--- src/hdl/sarcc_regs.vh ---
`ifndef SARCC_REGS_VH
`define SARCC_REGS_VH
// result format and conversion framing
`define SARCC_RES_W          14
`define SARCC_MSB_POS        13
`define SARCC_SAR_RESET      14'h0000
`define SARCC_MOST_NEG       14'h2000
// conversion time, typical 250 ns
`define SARCC_T_CONV_NS      250
`define SARCC_CLK_NS         10
`define SARCC_STEP_CYC       ((`SARCC_T_CONV_NS / `SARCC_CLK_NS) / `SARCC_RES_W)
// range codes: 0 with both selects high, 1 with only the low select high
`define SARCC_RANGE_0DB      2'h0
`define SARCC_RANGE_M3DB     2'h1
`define SARCC_RANGE_M6DB     2'h2
`define SARCC_RANGE_M9DB     2'h3
// fifo
`define SARCC_FIFO_DEPTH     4
`endif

--- src/hdl/sarcc_fifo.v ---
`timescale 1ns/1ns
module sarcc_fifo #(
    parameter WIDTH = 15,
    parameter DEPTH = 4,
    parameter AW    = 2
) (
    input  wire             sys_clk_i,
    input  wire             rst_i,
    input  wire [WIDTH-1:0] in_data_i,
    input  wire             in_valid_i,
    output wire             in_ready_o,
    output wire [WIDTH-1:0] out_data_o,
    output wire             out_valid_o,
    input  wire             out_ready_i
);
    reg [WIDTH-1:0] mem_reg [0:DEPTH-1];
    reg [AW-1:0]    wr_reg;
    reg [AW-1:0]    rd_reg;
    reg [AW:0]      cnt_reg;
    wire            push;
    wire            pop;

    function [AW-1:0] inc_ptr;
        input [AW-1:0] p;
        begin
            inc_ptr = (p == DEPTH[AW-1:0] - 1'b1) ? {AW{1'b0}} : p + 1'b1;
        end
    endfunction

    assign in_ready_o  = (cnt_reg != DEPTH[AW:0]);
    assign out_valid_o = (cnt_reg != {(AW+1){1'b0}});
    assign out_data_o  = mem_reg[rd_reg];
    assign push        = in_valid_i & in_ready_o;
    assign pop         = out_valid_o & out_ready_i;

    always @(posedge sys_clk_i) begin
        if (rst_i) begin
            wr_reg  <= {AW{1'b0}};
            rd_reg  <= {AW{1'b0}};
            cnt_reg <= {(AW+1){1'b0}};
        end else begin
            if (push) begin
                mem_reg[wr_reg] <= in_data_i;
                wr_reg          <= inc_ptr(wr_reg);
            end
            if (pop)
                rd_reg <= inc_ptr(rd_reg);
            if (push && !pop)
                cnt_reg <= cnt_reg + 1'b1;
            else if (pop && !push)
                cnt_reg <= cnt_reg - 1'b1;
        end
    end
endmodule // sarcc_fifo

--- src/hdl/sarcc_top.v ---
`timescale 1ns/1ns
`include "sarcc_regs.vh"
// How it works
// - falling start edge begins a conversion
// - start edges ignored while converting
// - busy low during conversion only
// - msb to lsb search, one comparator decision
// - finished word loaded into output latch
// - result bit 13 is msb
// - flag with msb tells over or under
// - two select inputs choose four ranges
// - nap low powers down conversion, keeps reference
// - sleep low gives deep shutdown
// - both inputs sampled at start instant
// - result is two's complement
// - data updates after busy rises
// - flag on most negative or overrange
module sarcc_top #(
    parameter RES_W    = `SARCC_RES_W,
    parameter STEP_CYC = `SARCC_STEP_CYC,
    parameter DEPTH    = `SARCC_FIFO_DEPTH
) (
    input  wire             sys_clk_i,
    input  wire             rst_i,
    input  wire             conversion_start_n_i,
    input  wire             comparator_high_i,
    input  wire             overrange_detect_i,
    input  wire             range_select_lo_i,
    input  wire             range_select_hi_i,
    input  wire             nap_shutdown_n_i,
    input  wire             deep_shutdown_n_i,
    input  wire             result_ready_i,
    output reg              busy_n_o,
    output reg  [RES_W-1:0] result_o,
    output reg              out_of_range_flag_o,
    output reg              sample_hold_o,
    output reg  [1:0]       range_code_o,
    output reg              nap_active_o,
    output reg              deep_active_o,
    output reg  [RES_W-1:0] dac_trial_o,
    output reg              fifo_full_o,
    output wire [RES_W:0]   fifo_data_o,
    output wire             fifo_valid_o
);
    localparam ST_IDLE = 2'h0;
    localparam ST_CONV = 2'h1;
    localparam ST_LOAD = 2'h2;
    localparam [RES_W-1:0] SIGN_TRIAL = {1'b1, {(RES_W-1){1'b0}}};

    // conversion state
    reg [1:0]        state_reg;
    reg [1:0]        state_next;
    reg              start_prev_reg;
    reg [RES_W-1:0]  sar_reg;
    reg [RES_W-1:0]  sar_next;
    reg [RES_W-1:0]  bit_reg;
    reg [RES_W-1:0]  bit_next;
    reg [7:0]        step_reg;
    reg [7:0]        step_next;
    reg              ovr_reg;
    reg              ovr_next;
    // result hand-off into the buffer
    reg              push_reg;
    reg              push_next;
    reg [RES_W:0]    push_data_reg;
    reg [RES_W:0]    push_data_next;
    // next values of the registered outputs
    reg              busy_n_next;
    reg [RES_W-1:0]  result_next;
    reg              flag_next;
    reg              sample_next;
    reg [RES_W-1:0]  dac_next;
    wire             fifo_in_ready;
    wire             start_edge;
    wire             shutdown;
    wire [RES_W-1:0] trial;
    wire [RES_W-1:0] sar_decided;

    // one decode for latch and buffer, so the two can never disagree
    function flag_of;
        input [RES_W-1:0] word;
        input             ovr;
        begin
            flag_of = (word == `SARCC_MOST_NEG) | ovr;
        end
    endfunction

    // a level held low never retriggers; only the high-to-low step counts
    assign start_edge  = start_prev_reg & ~conversion_start_n_i;
    assign shutdown    = ~nap_shutdown_n_i | ~deep_shutdown_n_i;
    assign trial       = sar_reg | bit_reg;
    // comparator high means input above trial level; msb weight is negative
    assign sar_decided = (bit_reg[RES_W-1] ^ comparator_high_i) ?
                         trial : sar_reg;

    // results wait here until drained; a full buffer refuses new starts
    sarcc_fifo #(
        .WIDTH (RES_W + 1),
        .DEPTH (DEPTH),
        .AW    (2)
    ) u_fifo (
        .sys_clk_i   (sys_clk_i),
        .rst_i       (rst_i),
        .in_data_i   (push_data_reg),
        .in_valid_i  (push_reg),
        .in_ready_o  (fifo_in_ready),
        .out_data_o  (fifo_data_o),
        .out_valid_o (fifo_valid_o),
        .out_ready_i (result_ready_i)
    );

    // one decision per STEP_CYC cycles, sign bit first
    always @* begin
        state_next     = state_reg;
        sar_next       = sar_reg;
        bit_next       = bit_reg;
        step_next      = step_reg;
        ovr_next       = ovr_reg;
        busy_n_next    = busy_n_o;
        result_next    = result_o;
        flag_next      = out_of_range_flag_o;
        dac_next       = dac_trial_o;
        sample_next    = 1'b0;
        push_next      = 1'b0;
        push_data_next = push_data_reg;
        case (state_reg)
            ST_IDLE: begin
                busy_n_next = 1'b1;
                // ignore start edges while the buffer is full of unread results, back-pressure to host
                if (start_edge && !shutdown && fifo_in_ready) begin
                    sample_next = 1'b1;
                    busy_n_next = 1'b0;
                    sar_next    = `SARCC_SAR_RESET;
                    bit_next    = SIGN_TRIAL;
                    step_next   = 8'h00;
                    ovr_next    = 1'b0;
                    // dac must already show the sign trial at the first decision
                    dac_next    = SIGN_TRIAL;
                    state_next  = ST_CONV;
                end
            end
            ST_CONV: begin
                // start edges fall through here unseen
                if (step_reg == STEP_CYC[7:0] - 8'h01) begin
                    step_next = 8'h00;
                    sar_next  = sar_decided;
                    bit_next  = bit_reg >> 1;
                    // registered dac would lag a step if it copied the present trial
                    dac_next  = sar_decided | (bit_reg >> 1);
                    if (bit_reg[0]) begin
                        ovr_next    = overrange_detect_i;
                        busy_n_next = 1'b1;
                        state_next  = ST_LOAD;
                    end
                end else begin
                    step_next = step_reg + 8'h01;
                end
            end
            ST_LOAD: begin
                // data moves one cycle after busy rises
                result_next    = sar_reg;
                flag_next      = flag_of(sar_reg, ovr_reg);
                push_next      = 1'b1;
                push_data_next = {flag_of(sar_reg, ovr_reg), sar_reg};
                state_next     = ST_IDLE;
            end
            default: state_next = ST_IDLE;
        endcase
    end

    // busy, result, flag, sample and dac outputs are flops fed from the decoder above
    always @(posedge sys_clk_i) begin
        if (rst_i) begin
            state_reg           <= ST_IDLE;
            // high, so a pin already low at release is taken as an edge
            start_prev_reg      <= 1'b1;
            sar_reg             <= `SARCC_SAR_RESET;
            bit_reg             <= {RES_W{1'b0}};
            step_reg            <= 8'h00;
            ovr_reg             <= 1'b0;
            push_reg            <= 1'b0;
            push_data_reg       <= {(RES_W+1){1'b0}};
            busy_n_o            <= 1'b1;
            result_o            <= {RES_W{1'b0}};
            out_of_range_flag_o <= 1'b0;
            sample_hold_o       <= 1'b0;
            range_code_o        <= `SARCC_RANGE_0DB;
            nap_active_o        <= 1'b0;
            deep_active_o       <= 1'b0;
            dac_trial_o         <= {RES_W{1'b0}};
            fifo_full_o         <= 1'b0;
        end else begin
            state_reg           <= state_next;
            start_prev_reg      <= conversion_start_n_i;
            sar_reg             <= sar_next;
            bit_reg             <= bit_next;
            step_reg            <= step_next;
            ovr_reg             <= ovr_next;
            push_reg            <= push_next;
            push_data_reg       <= push_data_next;
            busy_n_o            <= busy_n_next;
            result_o            <= result_next;
            out_of_range_flag_o <= flag_next;
            sample_hold_o       <= sample_next;
            // select pins are plain levels, seen one cycle late
            range_code_o        <= {~range_select_lo_i, ~range_select_hi_i};
            nap_active_o        <= ~nap_shutdown_n_i;
            deep_active_o       <= ~deep_shutdown_n_i;
            dac_trial_o         <= dac_next;
            fifo_full_o         <= ~fifo_in_ready;
        end
    end
endmodule // sarcc_top

--- config.mk ---
export PLATFORM = sky130hd
export DESIGN_NAME = sarcc_top
export DESIGN_NICKNAME = d
export VERILOG_FILES = /design/src/hdl/sarcc_fifo.v /design/src/hdl/sarcc_top.v
export VERILOG_INCLUDE_DIRS = /design/src /design/src/hdl
export SDC_FILE = /design/constraint.sdc
export NUM_CORES = 1
export LEC_CHECK = 0
export ABC_CLOCK_PERIOD_IN_PS = 4360
export BUFFER_PORTS_ARGS = -buffer_cell sky130_fd_sc_hd__buf_2
export CAP_MARGIN = 40
export CORE_MARGIN = 3
export CORE_UTILIZATION = 61
export CTS_CLUSTER_DIAMETER = 40
export CTS_CLUSTER_SIZE = 25
export DETAILED_ROUTE_END_ITERATION = 7
export PLACE_DENSITY = 0.83
export SYNTH_ARGS = -nofsm -noshare
export SYNTH_HDL_FRONTEND = slang
export SYNTH_SLANG_ARGS = --single-unit
--- constraint.sdc ---
create_clock -name sys_clk_i -period 4.36 [get_ports sys_clk_i]
set_input_delay 0.654 -clock sys_clk_i [delete_from_list [all_inputs] [get_ports sys_clk_i]]
set_output_delay 0.654 -clock sys_clk_i [all_outputs]
set_load 0.005 [all_outputs]
After elaboration in Yosys (flattened, before gate mapping)
Memory sizes are Yosys's and may differ from the RTL's. A register that Yosys moved wholly into a read port is not among the register bits.
Cells that the tools add are included.
{ "totals": {"wordCells": 103, "ram_bits": 60, "register_bits": 99, "input_bits": 10, "n_memories": 1, "latchBits": 0, "out_inout_bits": 52, "romBits": 0} }
{ "op_classes": {"reduce_logical": 18, "n_mux": 35, "n_bitwise": 15, "multipliers": 0, "n_div": 0, "order_cmp": 0, "shift": 0, "eq_ne": 9, "addsub": 5} }
{ "memory_table": {"columns": ["memory", "depth", "width", "read_ports", "rd_ports_with_merged_regs", "wr", "line", "text"], "rows": [
  ["u_fifo.mem_reg", 4, 15, 1, 1, 1, "sarcc_fifo.v:16", "reg [WIDTH-1:0] mem_reg [0:DEPTH-1];"]
]} }
{ "ops": {"columns": ["op", "count"], "rows": [
  ["14-bit 2-to-1 mux", 6],
  ["14-bit one-hot mux with 2 select lines", 3],
  ["8-bit 2-to-1 mux", 2],
  ["8-bit one-hot mux with 2 select lines", 1],
  ["14-bit equality test, second input constant", 1],
  ["2-bit 2-to-1 mux", 7],
  ["14-bit by 13-bit bitwise OR with 14-bit output", 1],
  ["14-bit bitwise OR", 1],
  ["1-bit 2-to-1 mux", 11],
  ["3-bit AND reduction", 3],
  ["8-bit by 1-bit adder with 8-bit output, second input constant", 1],
  ["8-bit logical NOT", 1],
  ["1-bit inverter", 7],
  ["2-bit equality test, second input constant", 3],
  ["3-bit 2-to-1 mux", 2],
  ["2-bit inequality test, second input constant", 3],
  ["2-bit by 1-bit adder with 2-bit output, second input constant", 2],
  ["1-bit logical AND", 4],
  ["1-bit one-hot mux with 2 select lines", 2],
  ["2-bit one-hot mux with 2 select lines", 1],
  ["4-bit AND reduction", 1],
  ["2-bit nonzero test", 2],
  ["3-bit by 1-bit adder with 3-bit output, second input constant", 1],
  ["1-bit bitwise AND", 3],
  ["10 further kinds", 13]
]} }

Logic depth before layout (Yosys ltp)
{ "logic_depth": {"word_depth": 7, "depth_mapped": 9, "mapped_depth_nobuf": 9} }

By module
Synthesis repeated with hierarchy kept, for this count alone.
{ "hier_totals": {"cells_unflattened": 422, "hier_area_um2": 5492.8} }
{ "by_module_without_submodules": {"columns": ["module", "seq_area_each_um2", "n_inst", "area_per_inst_um2", "cells_each"], "rows": [
  ["sarcc_top", 1541.5, 1, 2811.4, 294],
  ["sarcc_fifo", 1981.9, 1, 2681.3, 128]
]} }

Worst setup path after synthesis
OpenSTA, ideal clock, no wires.
{ "synth_timing": {"path_type": "flip-flop to output port", "start": "reg (tool-made name)", "end": "out fifo_data_o[0]", "stages_incl_launch_ff": 4, "arrival_time_ns": 1.488, "slack_ns": 2.218, "n_path_buf": 2, "t_required_ns": 3.706, "cell_sequence": "dfxtp_1 -> clkbuf_1 -> buf_2 -> mux4_2"} }
{ "synth_lines": {"columns": ["element", "line", "text"], "rows": [
  ["end: declaration", "sarcc_top.v:42", "output wire [RES_W:0] fifo_data_o,"]
]} }

==> flow_summary.toml <==
[run_status]
outcome = "finished, final reports clean"

[worst_setup_path]
crit-reg2reg-capture = "u_fifo.cnt_reg[2]$_SDFFE_PP0P_"
worst-setup-path-type = "reg2out"
start_of_the_worst_register_to_register_path = "u_fifo.cnt_reg[0]$_SDFFE_PP0P_"
critical_path_required_ns = 3.71
timing.critical_path.to_type = "output port"
timing.critical_path.from_type = "register"
r2r.worst_path.cells = 8
path_max_fanout = 9
setup.reg_to_reg.worst_slack_ns = 2.05
worst_ep_arrival_time_ns = 2.04

[pwr]
powerDensity_nw_per_um2 = 535
leakage_nw = 2.45
vdd_ir_drop_max_v = 0.000295

[floorplan]
core-area_sq_um = 8460
initial_core_utilization_pct = 64.6
die_width_um = 101
die_area_sq_um = 10100
io_pins = 62
std_cell_rows = 33
die_y_um = 101

[cts]
cts-root-to-sink-buffers = 2
clkTransAtPathRegs_ns = 0.06
cts_setup_buffers = 0
tritoncts = "done"
clock-sinks = 146
cts_max_level = 4
clk-insertion-delay-late_ns = 0.52
cts_root_buffer = "clkbuf_8"
cts.hold.buffers_added = 0
cts-resized-gates = 0
num_cts_buffers = 17

[detailed_routing]
vias_per_cell = 5.97
wire_per_inst_um = 17.4
drt_drc_violations_left = 0
detail_route.wirelength_um = 10500
via_count = 3601
drtPass1Iterations = 4
route.antenna.remaining_nets = 0
initialDrtViolationCount = 155

[sta]
timing.final.max_slew_violations = 0
fin_worst_skew_ns = 0.00704
relSlewSlack_pct = 38.6
layout_min_cycle_time_ns = 2.69
report.final.setup_viol = 0
rsz0062_at_grt = "false"
report.final.hold_viol_count = 0
max_freq_mhz = 372
fin_tns_setup_ns = 0
setup_ws_ns = 1.67
post-route-period-util_pct = 61.7
tightest_slew_ns = 0.919

[synthesis]
mappedNetlistArea_sq_um = 5460
synth-seq-area-share_pct = 64.5
ys_types = 50
asyncSetResetFlopFracSynth_pct = 0
netlist_instances = 420
post_synth_edffs = 60
average_cell_area_after_synthesis_sq_um = 13.0
synth_flop_cell = "dfxtp_1"
yosys_warnings = 0
synth-seq-cells = 146
syn_nets = 439

[layout]
area_growth_pct = 18.5
fillers = 494
final_core_util_pct = 76.5
most-common-layout-cells = "dfxtp_1, buf_2, edfxtp_1, nand2_1, a21oi_1"
final_net_count = 504
largest_register_ff_count = 60
layout_commonest_cell = "dfxtp_1"
final_area_sq_um = 6470
diodes = 0
drive_gt1_share_pct = 24.1

[hold_path]
worstHoldStart = "range_select_hi_i"
hold_depth = 2
hold_end = "range_code_o[0]$_SDFF_PP0_"
hold_path.class = "in2reg"

[placement]
placed_area_sq_um = 5850
dpl.hpwl_um = 6880
port_buffers = 61
post-place-ws_ns = 1.89
routabilityCongestion = 0.860

[global_routing]
number_of_global_route_vias_before_repair = 3558
grt_max_degree = 43
track_usage_pct = 22.5
grt_remaining_overflow = 0
antenna_found_initial = 0
grt_first_pass_wirelength_um = 17500

[flow_run]
max-cap-violations = 0
==> power breakdown <==
part / internal (mW) / leakage, nW / switching (mW) / total [mW]
logic: 0.218 / 0.893 / 0.223 / 0.442
registers: 1.46 / 1.26 / 0.0664 / 1.52
clock network: 0.939 / 0.294 / 0.565 / 1.50
==> kinds of logic after synthesis <==
kind of cell    after synthesis  synth area share [%]
flops                       146                  64.5
buf+inv                      29                  2.50
compound gates              102                  13.1
simple gates                113                  10.5
mux                          16                  6.37
fa+ha+maj                     9                  2.20
xor+xnor                      5                 0.801
==> cells in the mapped netlist (2+ instances only) <==
master	count	share of area, %
nor2_1	26	1.8
edfxtp_1	60	33
buf_6	3	0.62
ha_1	8	1.8
o2bb2ai_1	18	2.9
nor4_1	3	0.34
and3_1	2	0.23
a211oi_1	11	1.5
mux4_2	15	6.2
nor3_1	3	0.27
a21o_1	3	0.41
nor4b_1	2	0.32
buf_2	4	0.37
buf_1	3	0.21
a31oi_1	11	1.3
nor3b_1	2	0.27
inv_1	9	0.62
o21ai_0	4	0.37
nor2b_1	7	0.80
nand2_1	40	2.7
and2_1	4	0.46
dfxtp_1	86	32
xor2_1	4	0.64
a211o_1	2	0.32
nand2b_1	2	0.23
clkbuf_1	10	0.69
or3_1	5	0.57
nand3_1	7	0.64
a21oi_1	30	2.7
a22o_1	16	2.6
==> final cells by class <==
type	instances	area, sq um	area share, %
Clock buffer	18	418	6.45
Clock inverter	14	203	3.13
Inverter	9	33.8	0.522
Multi-Input combinational cell	245	1800	27.9
Sequential cell	146	3520	54.4
Tap cell	105	131	2.03
Timing Repair Buffer	66	362	5.58
==> layer usage <==
metal  routed length [um]  global-route usage [%]  vias up  part of all wire (%)
li1                     -                       -     1719                     -
met1                 4490                    28.7     1770                    43
met2                 5350                    37.1       93                    51
met3                  507                    6.51       19                   4.8
met4                  153                    7.36        0                   1.5
met5                    0                       0        -                     0
==> worst max path at each step <==
stage | start | depth (start not counted) | slack (ns) | endpoint
floorplan | register | 3 | 2.22 | fifo_data_o[0]
global placement | rst_i | 5 | 1.60 | sar_reg[9]$_SDFFE_PP0P_
detailed placement | conversion_start_n_i | 5 | 1.89 | dac_trial_o[13]$_SDFFE_PP0P_
CTS | register | 3 | 1.60 | fifo_data_o[6]
global route | register | 3 | 1.53 | fifo_data_o[10]
finish | register | 3 | 1.67 | fifo_data_o[10]
==> critical path, stage by stage, from the launching register on <==
cell     delay [ns]
dfxtp_1        0.64
buf_8          0.23
mux4_2         0.51
buf_2          0.14
==> through the flow <==
step           instances  hold slack, ns  total power [mW]
2_1_floorplan        420           0.454              1.85
3_3_place_gp         568           0.441              1.95
3_5_place_dp         571           0.446              1.98
4_1_cts              603           0.262              3.49
5_1_grt              603           0.264              3.60
6_report             603           0.280              3.47
Note: power is estimated with default switching activity, not from simulation.
